===== src/rtl/pdc_pkg.sv =====
package pdc_pkg;

  ////////////////////////////////////////////////////////////////////////////////
  // Register map
  localparam logic [15:0] REG_CORE_CONTROL = 16'h0000;
  localparam logic [15:0] REG_SUBSYS_RESET = 16'hff0c;
  localparam logic [15:0] REG_SUBSYS_RESET_CFG = 16'hff0d;

  localparam int CORE_RESET_POS = 15;
  localparam int AUTONEG_POS = 12;
  localparam int SOFT_PD_POS = 11;
  localparam int SUBSYS_RESET_POS = 0;
  localparam int RELATCH_POS = 0;

  // Soft power-down bit is overlaid from the straps
  localparam logic [15:0] CORE_CONTROL_RESET = 16'h1000;

  ////////////////////////////////////////////////////////////////////////////////
  // Timing
  localparam int CLOCK_MHZ = 50;
  localparam int RESET_SEQ_NS = 1000;
  localparam int RESET_SEQ_CYCLES = (RESET_SEQ_NS * CLOCK_MHZ + 999) / 1000;
  localparam int DEGLITCH_NS = 1000;
  localparam int DEGLITCH_CYCLES = (DEGLITCH_NS * CLOCK_MHZ + 999) / 1000;
  localparam int STARTUP_US = 5000;
  localparam int STARTUP_CYCLES = STARTUP_US * CLOCK_MHZ;

  ////////////////////////////////////////////////////////////////////////////////
  // Straps and states
  localparam logic [1:0] STRAP_PD_CODE = 2'h3;
  localparam logic [1:0] STRAP_RESET = 2'h0;

  typedef enum logic [4:0] {
    ST_HW_PD = 5'h01,
    ST_STARTUP = 5'h02,
    ST_RUN = 5'h04,
    ST_SUBSYS = 5'h08,
    ST_CORE = 5'h10
  } pdc_state_t;

  function automatic logic strap_soft_pd(input logic [1:0] straps);
    return straps == STRAP_PD_CODE;
  endfunction

endpackage


===== src/rtl/pdc_reset_ctrl.sv =====
`timescale 1ns/1ps
`default_nettype none

module pdc_reset_ctrl #(
  parameter int STARTUP_CYCLES = pdc_pkg::STARTUP_CYCLES,
  parameter int SEQ_CYCLES = pdc_pkg::RESET_SEQ_CYCLES,
  parameter int FILTER_CYCLES = pdc_pkg::DEGLITCH_CYCLES
) (
  input wire logic clock,
  input wire logic reset,
  input wire logic hw_reset_n_pin,
  input wire logic link_state_pin,
  input wire logic indicator_pin_zero,
  input wire logic gp_clock_125_select,
  input wire logic reference_clock_cfg_enable,
  input wire logic gp_clock_cfg_enable,
  input wire logic [15:0] mgmt_addr,
  input wire logic [15:0] mgmt_wdata,
  input wire logic mgmt_write,
  input wire logic mgmt_read,
  output logic [15:0] mgmt_rdata,
  output logic mgmt_ack,
  output logic mgmt_refused,
  output logic [1:0] strap_values,
  output logic oscillator_enable,
  output logic clock_multiplier_enable,
  output logic clock_multiplier_reset,
  output logic slow_clock_select,
  output logic reference_clock_out_enable,
  output logic general_purpose_clock_out_enable,
  output logic subsys_regs_reset,
  output logic core_regs_reset,
  output logic transceiver_core_reset,
  output logic mac_interface_reset,
  output logic mac_out_enable,
  output logic mac_force_idle,
  output logic line_receive_enable,
  output logic link_bringup_start,
  output logic autoneg_start
);

  localparam int CW = $clog2(STARTUP_CYCLES + 1);
  ////////////////////////////////////////////////////////////////////////////////
  // Pins
  logic hw_level;
  logic [1:0] strap_s1;
  logic [1:0] strap_s2;
  pdc_pin_filter #(
    .CYCLES(FILTER_CYCLES)
  ) u_reset_filter (
    .clock(clock),
    .reset(reset),
    .pin(hw_reset_n_pin),
    .level(hw_level)
  );

  always_ff @(posedge clock) begin
    strap_s1 <= {link_state_pin, indicator_pin_zero};
    strap_s2 <= strap_s1;
  end

  ////////////////////////////////////////////////////////////////////////////////
  // Sequencer
  pdc_pkg::pdc_state_t state;
  pdc_pkg::pdc_state_t next_state;
  logic [CW-1:0] count;
  logic [15:0] core_control;
  logic relatch_enable;
  logic relatch_active;
  logic [1:0] latched_strap;
  logic accessible;
  logic soft_pd;
  logic line_active;
  logic wr_core_reset;
  logic wr_subsys_reset;
  function automatic logic hit(input logic [15:0] addr, input logic [15:0] target);
    return addr == target;
  endfunction
  assign soft_pd = core_control[pdc_pkg::SOFT_PD_POS];
  assign accessible = (state != pdc_pkg::ST_HW_PD) && (state != pdc_pkg::ST_STARTUP);
  assign line_active = (state == pdc_pkg::ST_RUN) && !soft_pd;
  assign wr_subsys_reset = mgmt_write && hit(mgmt_addr, pdc_pkg::REG_SUBSYS_RESET)
                           && mgmt_wdata[pdc_pkg::SUBSYS_RESET_POS];
  assign wr_core_reset = mgmt_write && hit(mgmt_addr, pdc_pkg::REG_CORE_CONTROL)
                         && mgmt_wdata[pdc_pkg::CORE_RESET_POS];
  always_comb begin
    next_state = state;
    if (!hw_level) begin
      next_state = pdc_pkg::ST_HW_PD;
    end else begin
      unique case (state)
        pdc_pkg::ST_HW_PD: begin
          next_state = pdc_pkg::ST_STARTUP;
        end
        pdc_pkg::ST_STARTUP: begin
          if (count == CW'(STARTUP_CYCLES - 1)) begin
            next_state = pdc_pkg::ST_RUN;
          end
        end
        pdc_pkg::ST_RUN: begin
          if (wr_subsys_reset) begin
            next_state = pdc_pkg::ST_SUBSYS;
          end else if (wr_core_reset) begin
            next_state = pdc_pkg::ST_CORE;
          end
        end
        pdc_pkg::ST_SUBSYS, pdc_pkg::ST_CORE: begin
          if (count == CW'(SEQ_CYCLES - 1)) begin
            next_state = pdc_pkg::ST_RUN;
          end
        end
        default: begin
          next_state = pdc_pkg::ST_HW_PD;
        end
      endcase
    end
  end

  always_ff @(posedge clock) begin
    if (reset) begin
      state <= pdc_pkg::ST_HW_PD;
      count <= '0;
    end else begin
      state <= next_state;
      count <= (next_state != state) ? '0 : count + CW'(1);
    end
  end

  ////////////////////////////////////////////////////////////////////////////////
  // Straps: sampled only on leaving hardware reset or on a relatch reset
  always_ff @(posedge clock) begin
    if (reset) begin
      latched_strap <= pdc_pkg::STRAP_RESET;
    end else if (state == pdc_pkg::ST_HW_PD && hw_level) begin
      latched_strap <= strap_s2;
    end else if (state == pdc_pkg::ST_RUN && wr_subsys_reset && relatch_enable) begin
      latched_strap <= strap_s2;
    end
  end

  always_ff @(posedge clock) begin
    if (reset) begin
      relatch_active <= 1'b0;
    end else if (state == pdc_pkg::ST_RUN) begin
      relatch_active <= wr_subsys_reset && relatch_enable;
    end
  end

  ////////////////////////////////////////////////////////////////////////////////
  // Registers
  always_ff @(posedge clock) begin
    if (reset) begin
      core_control <= pdc_pkg::CORE_CONTROL_RESET;
    end else if (state != pdc_pkg::ST_RUN) begin
      // Defaults rebuilt from the held strap copy; the pins are not looked at
      core_control <= pdc_pkg::CORE_CONTROL_RESET;
      core_control[pdc_pkg::SOFT_PD_POS] <= pdc_pkg::strap_soft_pd(latched_strap);
    end else if (mgmt_write && hit(mgmt_addr, pdc_pkg::REG_CORE_CONTROL) && !wr_core_reset) begin
      core_control <= mgmt_wdata;
      core_control[pdc_pkg::CORE_RESET_POS] <= 1'b0;
    end
  end

  // Subsystem register: survives a core reset, cleared by any subsystem reset
  always_ff @(posedge clock) begin
    if (reset) begin
      relatch_enable <= 1'b0;
    end else if (state == pdc_pkg::ST_HW_PD || state == pdc_pkg::ST_SUBSYS) begin
      relatch_enable <= 1'b0;
    end else if (state == pdc_pkg::ST_RUN && mgmt_write
                 && hit(mgmt_addr, pdc_pkg::REG_SUBSYS_RESET_CFG)) begin
      relatch_enable <= mgmt_wdata[pdc_pkg::RELATCH_POS];
    end
  end

  // Writes during a reset sequence are acknowledged but dropped
  always_ff @(posedge clock) begin
    if (reset) begin
      mgmt_rdata <= 16'h0000;
      mgmt_ack <= 1'b0;
      mgmt_refused <= 1'b0;
    end else begin
      mgmt_ack <= (mgmt_read || mgmt_write) && accessible;
      mgmt_refused <= (mgmt_read || mgmt_write) && !accessible;
      if (mgmt_read && accessible) begin
        mgmt_rdata <= 16'h0000;
        if (hit(mgmt_addr, pdc_pkg::REG_CORE_CONTROL)) begin
          mgmt_rdata <= core_control;
          mgmt_rdata[pdc_pkg::CORE_RESET_POS] <= state == pdc_pkg::ST_CORE;
        end else if (hit(mgmt_addr, pdc_pkg::REG_SUBSYS_RESET)) begin
          mgmt_rdata[pdc_pkg::SUBSYS_RESET_POS] <= state == pdc_pkg::ST_SUBSYS;
        end else if (hit(mgmt_addr, pdc_pkg::REG_SUBSYS_RESET_CFG)) begin
          mgmt_rdata[pdc_pkg::RELATCH_POS] <= relatch_enable;
        end
      end
    end
  end

  ////////////////////////////////////////////////////////////////////////////////
  // Outputs, one cycle behind the state
  always_ff @(posedge clock) begin
    if (reset) begin
      oscillator_enable <= 1'b0;
      clock_multiplier_enable <= 1'b0;
      clock_multiplier_reset <= 1'b1;
      slow_clock_select <= 1'b0;
      reference_clock_out_enable <= 1'b0;
      general_purpose_clock_out_enable <= 1'b0;
      subsys_regs_reset <= 1'b1;
      core_regs_reset <= 1'b1;
      transceiver_core_reset <= 1'b1;
      mac_interface_reset <= 1'b1;
      mac_out_enable <= 1'b0;
      mac_force_idle <= 1'b1;
      line_receive_enable <= 1'b0;
      link_bringup_start <= 1'b0;
      autoneg_start <= 1'b0;
      strap_values <= pdc_pkg::STRAP_RESET;
    end else begin
      oscillator_enable <= state != pdc_pkg::ST_HW_PD;
      // Multiplier idles in hardware power-down, and in soft power-down only when nothing needs 125 MHz
      clock_multiplier_enable <= state != pdc_pkg::ST_HW_PD
                                 && !(state == pdc_pkg::ST_RUN && soft_pd
                                      && !gp_clock_125_select);
      clock_multiplier_reset <= state == pdc_pkg::ST_HW_PD || state == pdc_pkg::ST_STARTUP
                                || ((state == pdc_pkg::ST_SUBSYS || state == pdc_pkg::ST_CORE)
                                    && !gp_clock_125_select);
      slow_clock_select <= state == pdc_pkg::ST_RUN && soft_pd;
      reference_clock_out_enable <= reference_clock_cfg_enable
                                    && (state == pdc_pkg::ST_RUN || state == pdc_pkg::ST_CORE
                                        || (state == pdc_pkg::ST_SUBSYS && !relatch_active));
      general_purpose_clock_out_enable <= gp_clock_cfg_enable
                                    && (state == pdc_pkg::ST_RUN || state == pdc_pkg::ST_CORE
                                        || (state == pdc_pkg::ST_SUBSYS && !relatch_active));
      subsys_regs_reset <= !accessible || state == pdc_pkg::ST_SUBSYS;
      core_regs_reset <= state != pdc_pkg::ST_RUN;
      transceiver_core_reset <= state != pdc_pkg::ST_RUN;
      mac_interface_reset <= !accessible || state == pdc_pkg::ST_SUBSYS;
      mac_out_enable <= state != pdc_pkg::ST_HW_PD;
      mac_force_idle <= !line_active;
      line_receive_enable <= line_active;
      link_bringup_start <= line_active && !line_receive_enable;
      autoneg_start <= line_active && !line_receive_enable
                       && core_control[pdc_pkg::AUTONEG_POS];
      strap_values <= latched_strap;
    end
  end

  ////////////////////////////////////////////////////////////////////////////////
  // Checks
  localparam int SEQ_BOUND = SEQ_CYCLES + 2;
endmodule

`default_nettype wire


===== src/rtl/pdc_pin_filter.sv =====
`timescale 1ns/1ps
`default_nettype none

module pdc_pin_filter #(
  parameter int CYCLES = pdc_pkg::DEGLITCH_CYCLES
) (
  input wire logic clock,
  input wire logic reset,
  input wire logic pin,
  output logic level
);

  localparam int CW = $clog2(CYCLES + 1);

  logic sync1;
  logic sync2;
  logic [CW-1:0] count;

  always_ff @(posedge clock) begin
    sync1 <= pin;
    sync2 <= sync1;
  end

  // Level only moves after the synced pin has differed for CYCLES clocks
  always_ff @(posedge clock) begin
    if (reset) begin
      count <= '0;
      level <= 1'b0;
    end else if (sync2 == level) begin
      count <= '0;
    end else if (count == CW'(CYCLES - 1)) begin
      count <= '0;
      level <= sync2;
    end else begin
      count <= count + CW'(1);
    end
  end

endmodule

`default_nettype wire


===== config.mk =====
export PLATFORM = sky130hd
export DESIGN_NAME = pdc_reset_ctrl
export DESIGN_NICKNAME = d
export VERILOG_FILES = /design/src/rtl/pdc_pkg.sv /design/src/rtl/pdc_reset_ctrl.sv /design/src/rtl/pdc_pin_filter.sv
export SDC_FILE = /design/constraint.sdc
export NUM_CORES = 1
export LEC_CHECK = 0
export ABC_CLOCK_PERIOD_IN_PS = 3800
export BUFFER_PORTS_ARGS = -buffer_cell sky130_fd_sc_hd__buf_2
export CELL_PAD_IN_SITES_DETAIL_PLACEMENT = 0
export CELL_PAD_IN_SITES_GLOBAL_PLACEMENT = 1
export CORE_ASPECT_RATIO = 1.4
export CORE_MARGIN = 4
export CORE_UTILIZATION = 44
export CTS_CLUSTER_DIAMETER = 50
export DETAILED_ROUTE_END_ITERATION = 12
export PLACE_DENSITY = 0.9
export SLEW_MARGIN = 20
export SYNTH_ARGS = -nofsm -noshare
export SYNTH_HDL_FRONTEND = slang
export SYNTH_SLANG_ARGS = --single-unit

===== constraint.sdc =====
create_clock -name clock -period 3.8 [get_ports clock]
set_clock_uncertainty 0.15 [all_clocks]
set_input_delay 0.76 -clock clock [delete_from_list [all_inputs] [get_ports clock]]
set_output_delay 0.76 -clock clock [all_outputs]
set_load 0.01 [all_outputs]

==> results of run 1 <==
-- power breakdown --
part	internal, mW	total (mW)	switching [mW]
sequential	0.919	0.924	0.00495
combinational	0.0270	0.0549	0.0279
clock	0.237	0.563	0.326
-- final cells by class --
cell class	count	area, um2
repair buffers	81	418
inverters	12	45.0
flip-flops and latches	87	1740
clock inverters	7	47.5
well taps	100	125
clock buffers	9	124
fillers	780	3700
multi-input cells	260	1690
-- through the flow --
step                      total power, mW  std cells
after floorplan                     0.971        380
after global placement              0.999        540
after detailed placement             1.00        540
after CTS                            1.56        556
after global routing                 1.61        556
final                                1.54        556
-- synthesized netlist by cell type (10+ instances only) --
| master | n | area (um2) |
|---|---|---|
| xor2_1 | 13 | 114 |
| nor2_1 | 64 | 240 |
| mux2i_1 | 19 | 190 |
| a22oi_1 | 17 | 128 |
| nor3_1 | 14 | 70.1 |
| dfxtp_1 | 87 | 1740 |
| nand2_1 | 16 | 60.1 |
| nor3_2 | 10 | 100 |
| xnor2_1 | 10 | 87.6 |
| nand3_1 | 12 | 60.1 |
| inv_1 | 10 | 37.5 |
-- path summary, 6_finish.rpt --
check,slack [ns],end,cells past startpoint,start
hold / removal,0.18,strap_s2[0]$_DFF_P_,0,strap_s1[0]$_DFF_P_
hold reg to reg,0.18,strap_s2[0]$_DFF_P_,0,strap_s1[0]$_DFF_P_
setup / recovery,1.10,count[2]$_SDFF_PP0_,7,count[0]$_SDFF_PP0_
setup reg to reg,1.10,count[2]$_SDFF_PP0_,7,count[0]$_SDFF_PP0_
-- critical path, cell delays in order, from the launching register on --
cell	delay, ns
dfxtp_1	0.40
ha_1	0.22
and3_1	0.28
nand4_1	0.18
o21ai_0	0.30
o21ai_0	0.25
a31oi_4	0.65
nor3_1	0.11
-- logic make-up after synthesis --
family,count (synthesis)
AOI/OAI and AO/OA,46
xor gates and xnor gates,23
and+or+nand+nor,168
muxes,19
adders and majority gates,4
buffers and inverters,33
DFF,87
-- metal layers --
layer / part of all wire, % / global-route usage (%) / wire (um) / vias to the layer above
met2: 49 / 29.8 / 3910 / 77
met4: 2.0 / 7.81 / 159 / 0
met1: 43 / 19.1 / 3390 / 1340
met3: 5.9 / 4.80 / 471 / 12
met5: 0 / 0 / 0 / -
li1: - / - / - / 1466
-- registers in the layout, summed over array words and instances, names as in the netlist, 2 cells and up --
| name | count |
|---|---|
| count | 18 |
| mgmt_rdata | 16 |
| core_control | 15 |
| u_reset_filter.count | 6 |
| state | 5 |
| latched_strap | 2 |
| strap_s1 | 2 |
| strap_s2 | 2 |
| strap_values | 2 |
==> impl_metrics.csv, run 1 <==
group,metric,value,unit
routing,antenna_left,0,
setup_path,cp_data_required_time,3.87,ns
pwr,max-vdd-ir-drop,0.274,mV
yosys,synth.avg_cell_area,9.53,um2
clock_tree,cts_buffers,9,
setup_path,cp.arrival,2.77,ns
clock_tree,clkLatencyLatePin,0.35,ns
yosys,synth-xor-area-share,5.57,%
timing,hold_viol_final,0,
routing,dr_total_vias,2895,
timing,fin_crit,2.70,ns
cells_and_area,syn_to_final_growth,15.7,%
routing,viasPerCell,5.21,
die,fp-row-count,38,
cells_and_area,layout_common_cells,"87 x dfxtp_1, 76 x buf_2, 64 x nor2_1",
pwr,p_leak,1.65,nW
timing,period_share,71.1,%
placed_design,place_area,4020,um2
placed_design,dp_slack,0.909,ns
die,floorplan.initialDensity,45.9,%
yosys,ys_seq_elements,87,
timing,setup_viol,0,
grt,grt_overflow,0,
yosys,netlist_instances,380,
placed_design,gp_congestion,0.832,
die,core,7890,um2
yosys,async_flop_share,0,%
grt,grt_max_degree,29,
yosys,synth_adder_area_share,1.38,%
cells_and_area,final_common_cell,"dfxtp_1",
yosys,netlist-cell-type-count,52,
placed_design,port-buffer-count,76,
timing,slew_headroom,53.6,%
yosys,synth-edff-count,0,
grt,grt_pass1_wl,13300,um
timing,fin_ws,1.10,ns
yosys,synth_warnings,0,
die,die_y,115,um
cells_and_area,post-route-cell-area,4190,um2
timing,setup_tns,0,ns
clock_tree,clockBufferDepth,2,
routing,first_pass_iters,4,
cells_and_area,antenna_cells,0,
routing,drt-wirelength-per-cell,14.3,um
clock_tree,clk_pin_slew_worst_paths,0.08,ns
pwr,power_density,368,nW/um2
setup_path,path_class,"flop to flop",
yosys,synth_top_family_by_area,"simple AND/OR/NAND/NOR gates",
routing,drc,0,
grt,grt_pass1_vias,2924,
yosys,syn-num-nets,426,
placed_design,hpwlAfterDp,5900,um
yosys,synth-simple-area-share,25.2,%
yosys,synth.area.mux_share,5.25,%
setup_path,worst_setup_path_start_kind,"flop",
setup_path,cp_max_fo,18,
timing,tightest_slew,0.696,ns
clock_tree,ctsRootBufferMaster,"clkbuf_8",
timing,rsz0062_at_grt,"no",
yosys,synth_compound_area_share,9.06,%
die,die_x,84.7,um
die,dieArea,9760,um2
min_path,hp-class,"flop to flop",
clock_tree,clock_sinks,87,
yosys,synth_area,3620,um2
grt,antenna_found_initial,0,
routing,routed_wirelength,7930,um
clock_tree,post_cts_buffers,0,
grt,grt.total_usage,17.0,%
die,ioPinCount,77,
cells_and_area,nets,497,
yosys,ys.flop_type,"dfxtp_1",
routing,drt_iter0_markers,114,
clock_tree,tritoncts,"done",
cells_and_area,drive_gt1_share,25.9,%
cells_and_area,fin_util,53.1,%
setup_path,endpoint_kind,"flop",
timing,fmax,0.370,GHz
clock_tree,h-tree-depth,3,
job,max_cap_viol_count,0,
timing,drv_slew,0,
timing,timing.hold.ws,0.181,ns
yosys,seq_area_frac_synth,48.1,%
clock_tree,hold_buffers,0,
outcome,status,"finished, final reports clean",
clock_tree,cts_resized,0,
Note: power is estimated with default switching activity, not from simulation.
==> run 2: changes to the inputs <==
Settings changed: ABC_AREA from default to 1, ABC_CLOCK_PERIOD_IN_PS 3800 to 2600, CORE_UTILIZATION 44 to 39, PLACE_DENSITY 0.9 to 0.84.
Clock period 3.8 ns to 2.6 ns, I/O delays scaled along.
==> run 2 against run 1 <==
Clock power grew 130%. Routed wire length grew 1.1%. Combinational power grew 62%. Non-clock buffer count grew 1. Power grew 76%. Worst setup slack lost 0.66 ns. First-iteration DRC count shrank 4.4%. Worst hold slack lost 0.043 ns. Synthesized cell count grew 24%.
==> impl_metrics.csv, run 2 <==
group,metric,value,unit
clock_tree,cts_buffers,9,
clock_tree,ctsRootBufferMaster,"clkbuf_16",
routing,antenna_left,0,
yosys,ys_seq_elements,87,
min_path,hp-class,"input pin to flop",
die,core,9180,um2
cells_and_area,drive_gt1_share,25.0,%
yosys,async_flop_share,0,%
placed_design,gp_congestion,0.826,
clock_tree,clockBufferDepth,2,
yosys,synth-xor-area-share,4.23,%
clock_tree,tritoncts,"done",
setup_path,cp_num_buf_inv,0,
pwr,max-vdd-ir-drop,0.351,mV
clock_tree,h-tree-depth,3,
yosys,synth-simple-area-share,27.3,%
timing,slew_headroom,47.4,%
timing,fmax,0.463,GHz
timing,hold_viol_final,0,
routing,first_pass_iters,4,
routing,viasPerCell,4.71,
yosys,synth_warnings,0,
yosys,synth_top_family_by_area,"simple AND/OR/NAND/NOR gates",
grt,antenna_found_initial,0,
placed_design,place_area,4190,um2
setup_path,endpoint_kind,"flop",
setup_path,path_class,"flop to flop",
clock_tree,cts_resized,0,
cells_and_area,antenna_cells,0,
timing,period_share,83.1,%
yosys,ys.flop_type,"dfxtp_1",
yosys,synth_adder_area_share,1.34,%
job,max_cap_viol_count,0,
cells_and_area,final_common_cell,"dfxtp_1",
routing,drt_iter0_markers,109,
yosys,synth.area.mux_share,0,%
yosys,netlist_instances,473,
timing,fin_crit,2.16,ns
pwr,power_density,604,nW/um2
yosys,synth-edff-count,0,
clock_tree,hold_buffers,0,
routing,drt-wirelength-per-cell,12.1,um
die,die_x,90.6,um
yosys,netlist-cell-type-count,37,
cells_and_area,post-route-cell-area,4490,um2
setup_path,cp_common_cell,"nand3_1",
yosys,synthMostInstantiatedCell,"dfxtp_1",
placed_design,hpwlAfterDp,6240,um
grt,grt_max_degree,25,
die,fp-row-count,41,
placed_design,port-buffer-count,76,
setup_path,cp.arrival,2.27,ns
yosys,yosysTopAreaCell,"dfxtp_1",
yosys,synth.avg_cell_area,7.88,um2
grt,grt.total_usage,15.0,%
setup_path,crit_slowest_cell,"dfxtp_1",
yosys,seq_area_frac_synth,46.7,%
pwr,p_leak,1.83,nW
yosys,syn-num-nets,519,
grt,grt_pass1_wl,13400,um
setup_path,cp_data_required_time,2.71,ns
grt,grt_overflow,0,
die,ioPinCount,77,
setup_path,slowest_delay,0.37,ns
timing,setup_viol,0,
timing,tightest_slew,0.787,ns
cells_and_area,layout_common_cells,"87 x dfxtp_1, 76 x buf_2, 74 x nor2_1",
yosys,yosysTopAreaCellShare,46.7,%
setup_path,cp_max_fo,18,
timing,drv_slew,0,
yosys,synth_compound_area_share,11.3,%
setup_path,worst_setup_path_start_kind,"flop",
cells_and_area,top_register,"count",
setup_path,rrSetupSlack,0.44,ns
cells_and_area,syn_to_final_growth,20.4,%
routing,dr_total_vias,3118,
outcome,status,"finished, final reports clean",
die,die_y,124,um
cells_and_area,nets,597,
yosys,synth_common_cells,"87 x dfxtp_1, 74 x nor2_1, 58 x inv_1, 51 x nand2_1, 41 x o21ai_0",
clock_tree,clock_sinks,87,
cells_and_area,top_regs,"count x18, mgmt_rdata x16, core_control x15",
timing,setup_tns,0,ns
routing,drc,0,
timing,rsz0062_at_grt,"no",
die,dieArea,11200,um2
routing,routed_wirelength,8020,um
die,floorplan.initialDensity,40.6,%
setup_path,crit_family,"simple AND/OR/NAND/NOR gates",
clock_tree,post_cts_buffers,0,
cells_and_area,largest_reg_flops,18,
clock_tree,clk_pin_slew_worst_paths,0.06,ns
setup_path,worstPathCellList,"ha_1 > nand3_1 > nor2_1 > nand3_1 > nand2_1 > nand2_1 > nand3_1 > nand3_1 > nand2_2 > nand3_4 > nor2_1",
yosys,yosys-top-cells-area,"dfxtp_1 47%, nor2_1 7.5%, inv_1 5.8%",
yosys,synth_area,3730,um2
clock_tree,clkLatencyLatePin,0.34,ns
grt,grt_pass1_vias,3043,
[run 2: cell count changes after synthesis, moves of 7 or more]
cell and change:
a21oi_1 +12, nor2_4 +13, nor3_2 -9, inv_1 +48, nand2_1 +35, a22oi_1 -17
nand2_2 +9, nand3_1 +19, mux2i_1 -19, o21ai_0 +35, nor2_1 +10, and3_1 -7
[run 2: final timing paths]
path                                      from                      endpoint  depth (start not counted)
setup / recovery           count[0]$_SDFF_PP0_           count[2]$_SDFF_PP0_                         11
hold / removal                  link_state_pin           strap_s1[1]$_DFF_P_                          1
setup reg to reg           count[0]$_SDFF_PP0_           count[2]$_SDFF_PP0_                         11
hold reg to reg   u_reset_filter.sync1$_DFF_P_  u_reset_filter.sync2$_DFF_P_                          0
[run 2: cell families after synthesis]
kind of cell,after synthesis
XOR/XNOR,18
adder cells (fa/ha/maj),4
AO/OA/AOI/OAI,78
AND/OR/NAND/NOR,205
buffers and inverters,81
flip-flops,87
[run 2: area by class of cell]
cell class,count,area [um2]
flip-flops and latches,87,1740
inverters,66,248
clock buffers,9,225
fillers,919,4690
well taps,107,134
multi-input cells,305,1640
clock inverters,6,71.3
repair buffers,82,425
[run 2: routing by layer]
| metal | track usage, % | up-vias | part of all wire (%) |
|---|---|---|---|
| li1 | - | 1657 | - |
| met1 | 15.0 | 1404 | 39 |
| met2 | 28.6 | 49 | 54 |
| met3 | 5.14 | 8 | 5.2 |
| met4 | 5.65 | 0 | 1.5 |
| met5 | 0 | - | 0 |
[run 2: stage by stage]
stage	hold WS (ns)	power (mW)	worst slack (ns)	cells	utilization, %
floorplan	0.160	1.43	0.666	473	-
global placement	0.161	1.47	0.269	647	45.7
detailed placement	0.168	1.47	0.207	647	45.7
CTS	0.125	2.75	0.409	662	48.9
global route	0.121	2.82	0.188	662	48.9
finish	0.138	2.71	0.440	662	48.9
[run 2: report_power, final]
part | switching, mW | internal, mW | leakage, nW
logic | 0.0504 | 0.0387 | 0.992
registers | 0.00682 | 1.34 | 0.704
clock network | 0.526 | 0.745 | 0.138
==> run 3: changes to the inputs <==
Settings changed: ABC_AREA 1 to 0, ABC_CLOCK_PERIOD_IN_PS 2600 to 2100, CORE_UTILIZATION 39 to 41, PLACE_DENSITY 0.84 to 0.85.
Clock period 2.6 ns to 2.1 ns, I/O delays scaled along.
==> run 3 against run 2 <==
The run now ends with negative setup slack left. Cell count down 7.3%. Routed wire length up 12%. Global-route usage rose by 2.6 points. Utilization up 8.6 points. Register-to-register slack got worse by 0.60 ns. Die area fell by 7.1%. Clock-buffer cell count unchanged. Sequential power grew 24%. Power grew 32%. Worst hold slack worse by 0.11 ns. Design area increased by 10%. Maximum frequency down 4.4%. Critical path type unchanged. Largest cell class is now multi-input combinational cells.
==> impl_metrics.csv, run 3 (synthesized netlist as in run 1, its figures left out) <==
group,metric,value,unit
setup_path,path_class,"flop to flop",
clock_tree,clock_sinks,87,
pwr,comb_power_share,3.5,%
grt,grt_pass1_wl,14600,um
setup_path,cp_num_buf_inv,1,
cells_and_area,drive_gt1_share,39.9,%
clock_tree,clockBufferDepth,2,
cells_and_area,largest_reg_flops,18,
clock_tree,cts_buffers,9,
outcome,violations,"negative setup slack",
setup_path,reg2reg_from,"state[2]$_SDFF_PP0_",
die,ioPinCount,77,
routing,dr_total_vias,3160,
clock_tree,ctsRootBufferMaster,"clkbuf_16",
timing,tightest_slew,0.399,ns
timing,fin_ws,-0.159,ns
cells_and_area,final_cells,614,
setup_path,r2r_end,"count[9]$_SDFF_PP0_",
routing,routed_wirelength,8950,um
die,core,8610,um2
routing,drc,0,
placed_design,hpwlAfterDp,6630,um
cells_and_area,fin_util,57.5,%
grt,antenna_found_initial,0,
setup_path,cp_data_required_time,2.21,ns
pwr,p_int,2.80,mW
cells_and_area,antenna_cells,0,
clock_tree,clk_pin_slew_worst_paths,0.07,ns
setup_path,slowest_delay,0.51,ns
min_path,hp-class,"input pin to flop",
clock_tree,hold_buffers,0,
die,floorplan.initialDensity,42.0,%
cells_and_area,nets,550,
pwr,p_leak,2.01,nW
timing,rsz0062_at_grt,"yes",
min_path,hold_depth,1,
timing,period_share,108,%
cells_and_area,top_register,"count",
clock_tree,tritoncts,"done",
routing,drt-wirelength-per-cell,14.6,um
placed_design,gp_congestion,0.874,
timing,slew_headroom,73.0,%
pwr,max-vdd-ir-drop,0.576,mV
placed_design,dpl.cell_count,596,
grt,grt_pass1_vias,3275,
routing,drt_iter0_markers,176,
cells_and_area,top_regs,"count x18, mgmt_rdata x16, core_control x15",
routing,first_pass_iters,4,
outcome,status,"finished, violations left",
pwr,power_density,723,nW/um2
min_path,min_from,"indicator_pin_zero",
job,max_cap_viol_count,0,
pwr,swShare,21.7,%
clock_tree,clkLatencyLatePin,0.34,ns
die,dieArea,10400,um2
grt,grt_overflow,0,
setup_path,worstPathCellList,"o21ai_1 > a31oi_1 > or4_4 > a22o_1 > a221o_1 > buf_12 > nor3_1",
die,fp-row-count,40,
timing,hold_viol_final,0,
timing,fmax,0.443,GHz
setup_path,worst_setup_path_start_kind,"flop",
min_path,holdPathEnd,"strap_s1[0]$_DFF_P_",
setup_path,worst_r2r_path_depth,7,
routing,viasPerCell,5.15,
die,die_y,119,um
timing,timing.hold.ws,0.0287,ns
setup_path,cp_max_fo,18,
setup_path,endpoint_kind,"flop",
pwr,power_frac_clock,49.7,%
pwr,switchingPower,778,uW
placed_design,port-buffer-count,76,
setup_path,crit_family,"compound AO/OA/AOI/OAI gates",
pwr,p_seq_share,46.7,%
grt,grt.total_usage,17.6,%
routing,antenna_left,0,
grt,grt_max_degree,28,
cells_and_area,n_fill_cell,770,
cells_and_area,syn_to_final_growth,36.8,%
timing,drv_slew,0,
cells_and_area,layout_common_cells,"80 x dfxtp_1, 76 x buf_2, 60 x nor2_1",
setup_path,crit_slowest_cell,"or4_4",
timing,setup_viol,18,
die,die_x,87.4,um
setup_path,rrSetupSlack,-0.16,ns
timing,fin_crit,2.26,ns
clock_tree,h-tree-depth,3,
setup_path,cp.arrival,2.37,ns
placed_design,dp_slack,-0.353,ns
cells_and_area,final_common_cell,"dfxtp_1",
-- run 3: cell types whose count changed in the layout (fill, tap and decap cells not counted), moves of 6 or more --
cell,previous run,this run
nor2_1,74,60
nor2_4,13,0
inv_1,58,10
buf_4,6,54
nand2_2,9,0
a22oi_1,0,15
o21ai_0,41,4
and2_1,0,6
nand2_1,51,16
a21oi_1,20,8
dfxtp_1,87,80
mux2i_1,0,19
nand3_1,31,11
nor3_2,1,15
-- run 3: per-stage QoR --
step                area (um2)  TNS (ns)  power (mW)
detailed placement        4490    -11.80        1.83
finish                    4950     -1.78        3.58
global placement          4490    -10.16        1.83
global route              4950     -2.87        3.70
CTS                       4840     -2.01        3.61
floorplan                 3680     -2.90        1.76
-- run 3: area by class of cell --
cell class | instances | area [um2] | share of cell area [%]
Clock buffer | 9 | 225 | 4.55
Clock inverter | 7 | 109 | 2.20
Inverter | 12 | 45.0 | 0.910
Multi-Input combinational cell | 260 | 1830 | 36.9
Sequential cell | 87 | 1760 | 35.4
Tap cell | 105 | 131 | 2.65
Timing Repair Buffer | 134 | 857 | 17.3
-- run 3: power groups by stage --
stage	logic, mW	registers (mW)	clock network [mW]
detailed placement	0.122	1.71	0
global placement	0.119	1.71	0
finish	0.126	1.67	1.78
global route	0.138	1.67	1.89
floorplan	0.0494	1.71	0
CTS	0.124	1.67	1.81
-- run 3: worst max path at each step --
stage	startpoint	end	slack (ns)	cells past startpoint
floorplan	mgmt_addr[0]	core_control[12]$_SDFFE_PP1P_	-0.16	8
global placement	mgmt_addr[0]	core_control[11]$_SDFFE_PP0P_	-0.33	8
detailed placement	mgmt_addr[0]	core_control[11]$_SDFFE_PP0P_	-0.35	8
CTS	state[2]$_SDFF_PP0_	count[7]$_SDFF_PP0_	-0.15	7
global route	state[2]$_SDFF_PP0_	count[7]$_SDFF_PP0_	-0.20	9
finish	state[2]$_SDFF_PP0_	count[9]$_SDFF_PP0_	-0.16	7
-- run 3: layer usage --
metal | wire, um | vias up | global-route usage [%]
li1 | - | 1576 | -
met1 | 3520 | 1486 | 18.9
met2 | 4690 | 83 | 30.2
met3 | 541 | 15 | 6.02
met4 | 193 | 0 | 8.16
met5 | 0 | - | 0
-- run 3: repair_timing --
action / in CTS / in global routing
pin swaps: 1 / 3
buffers inserted: 0 / 2
resized for setup: 6 / 25
setup endpoints to repair: 20 / 40
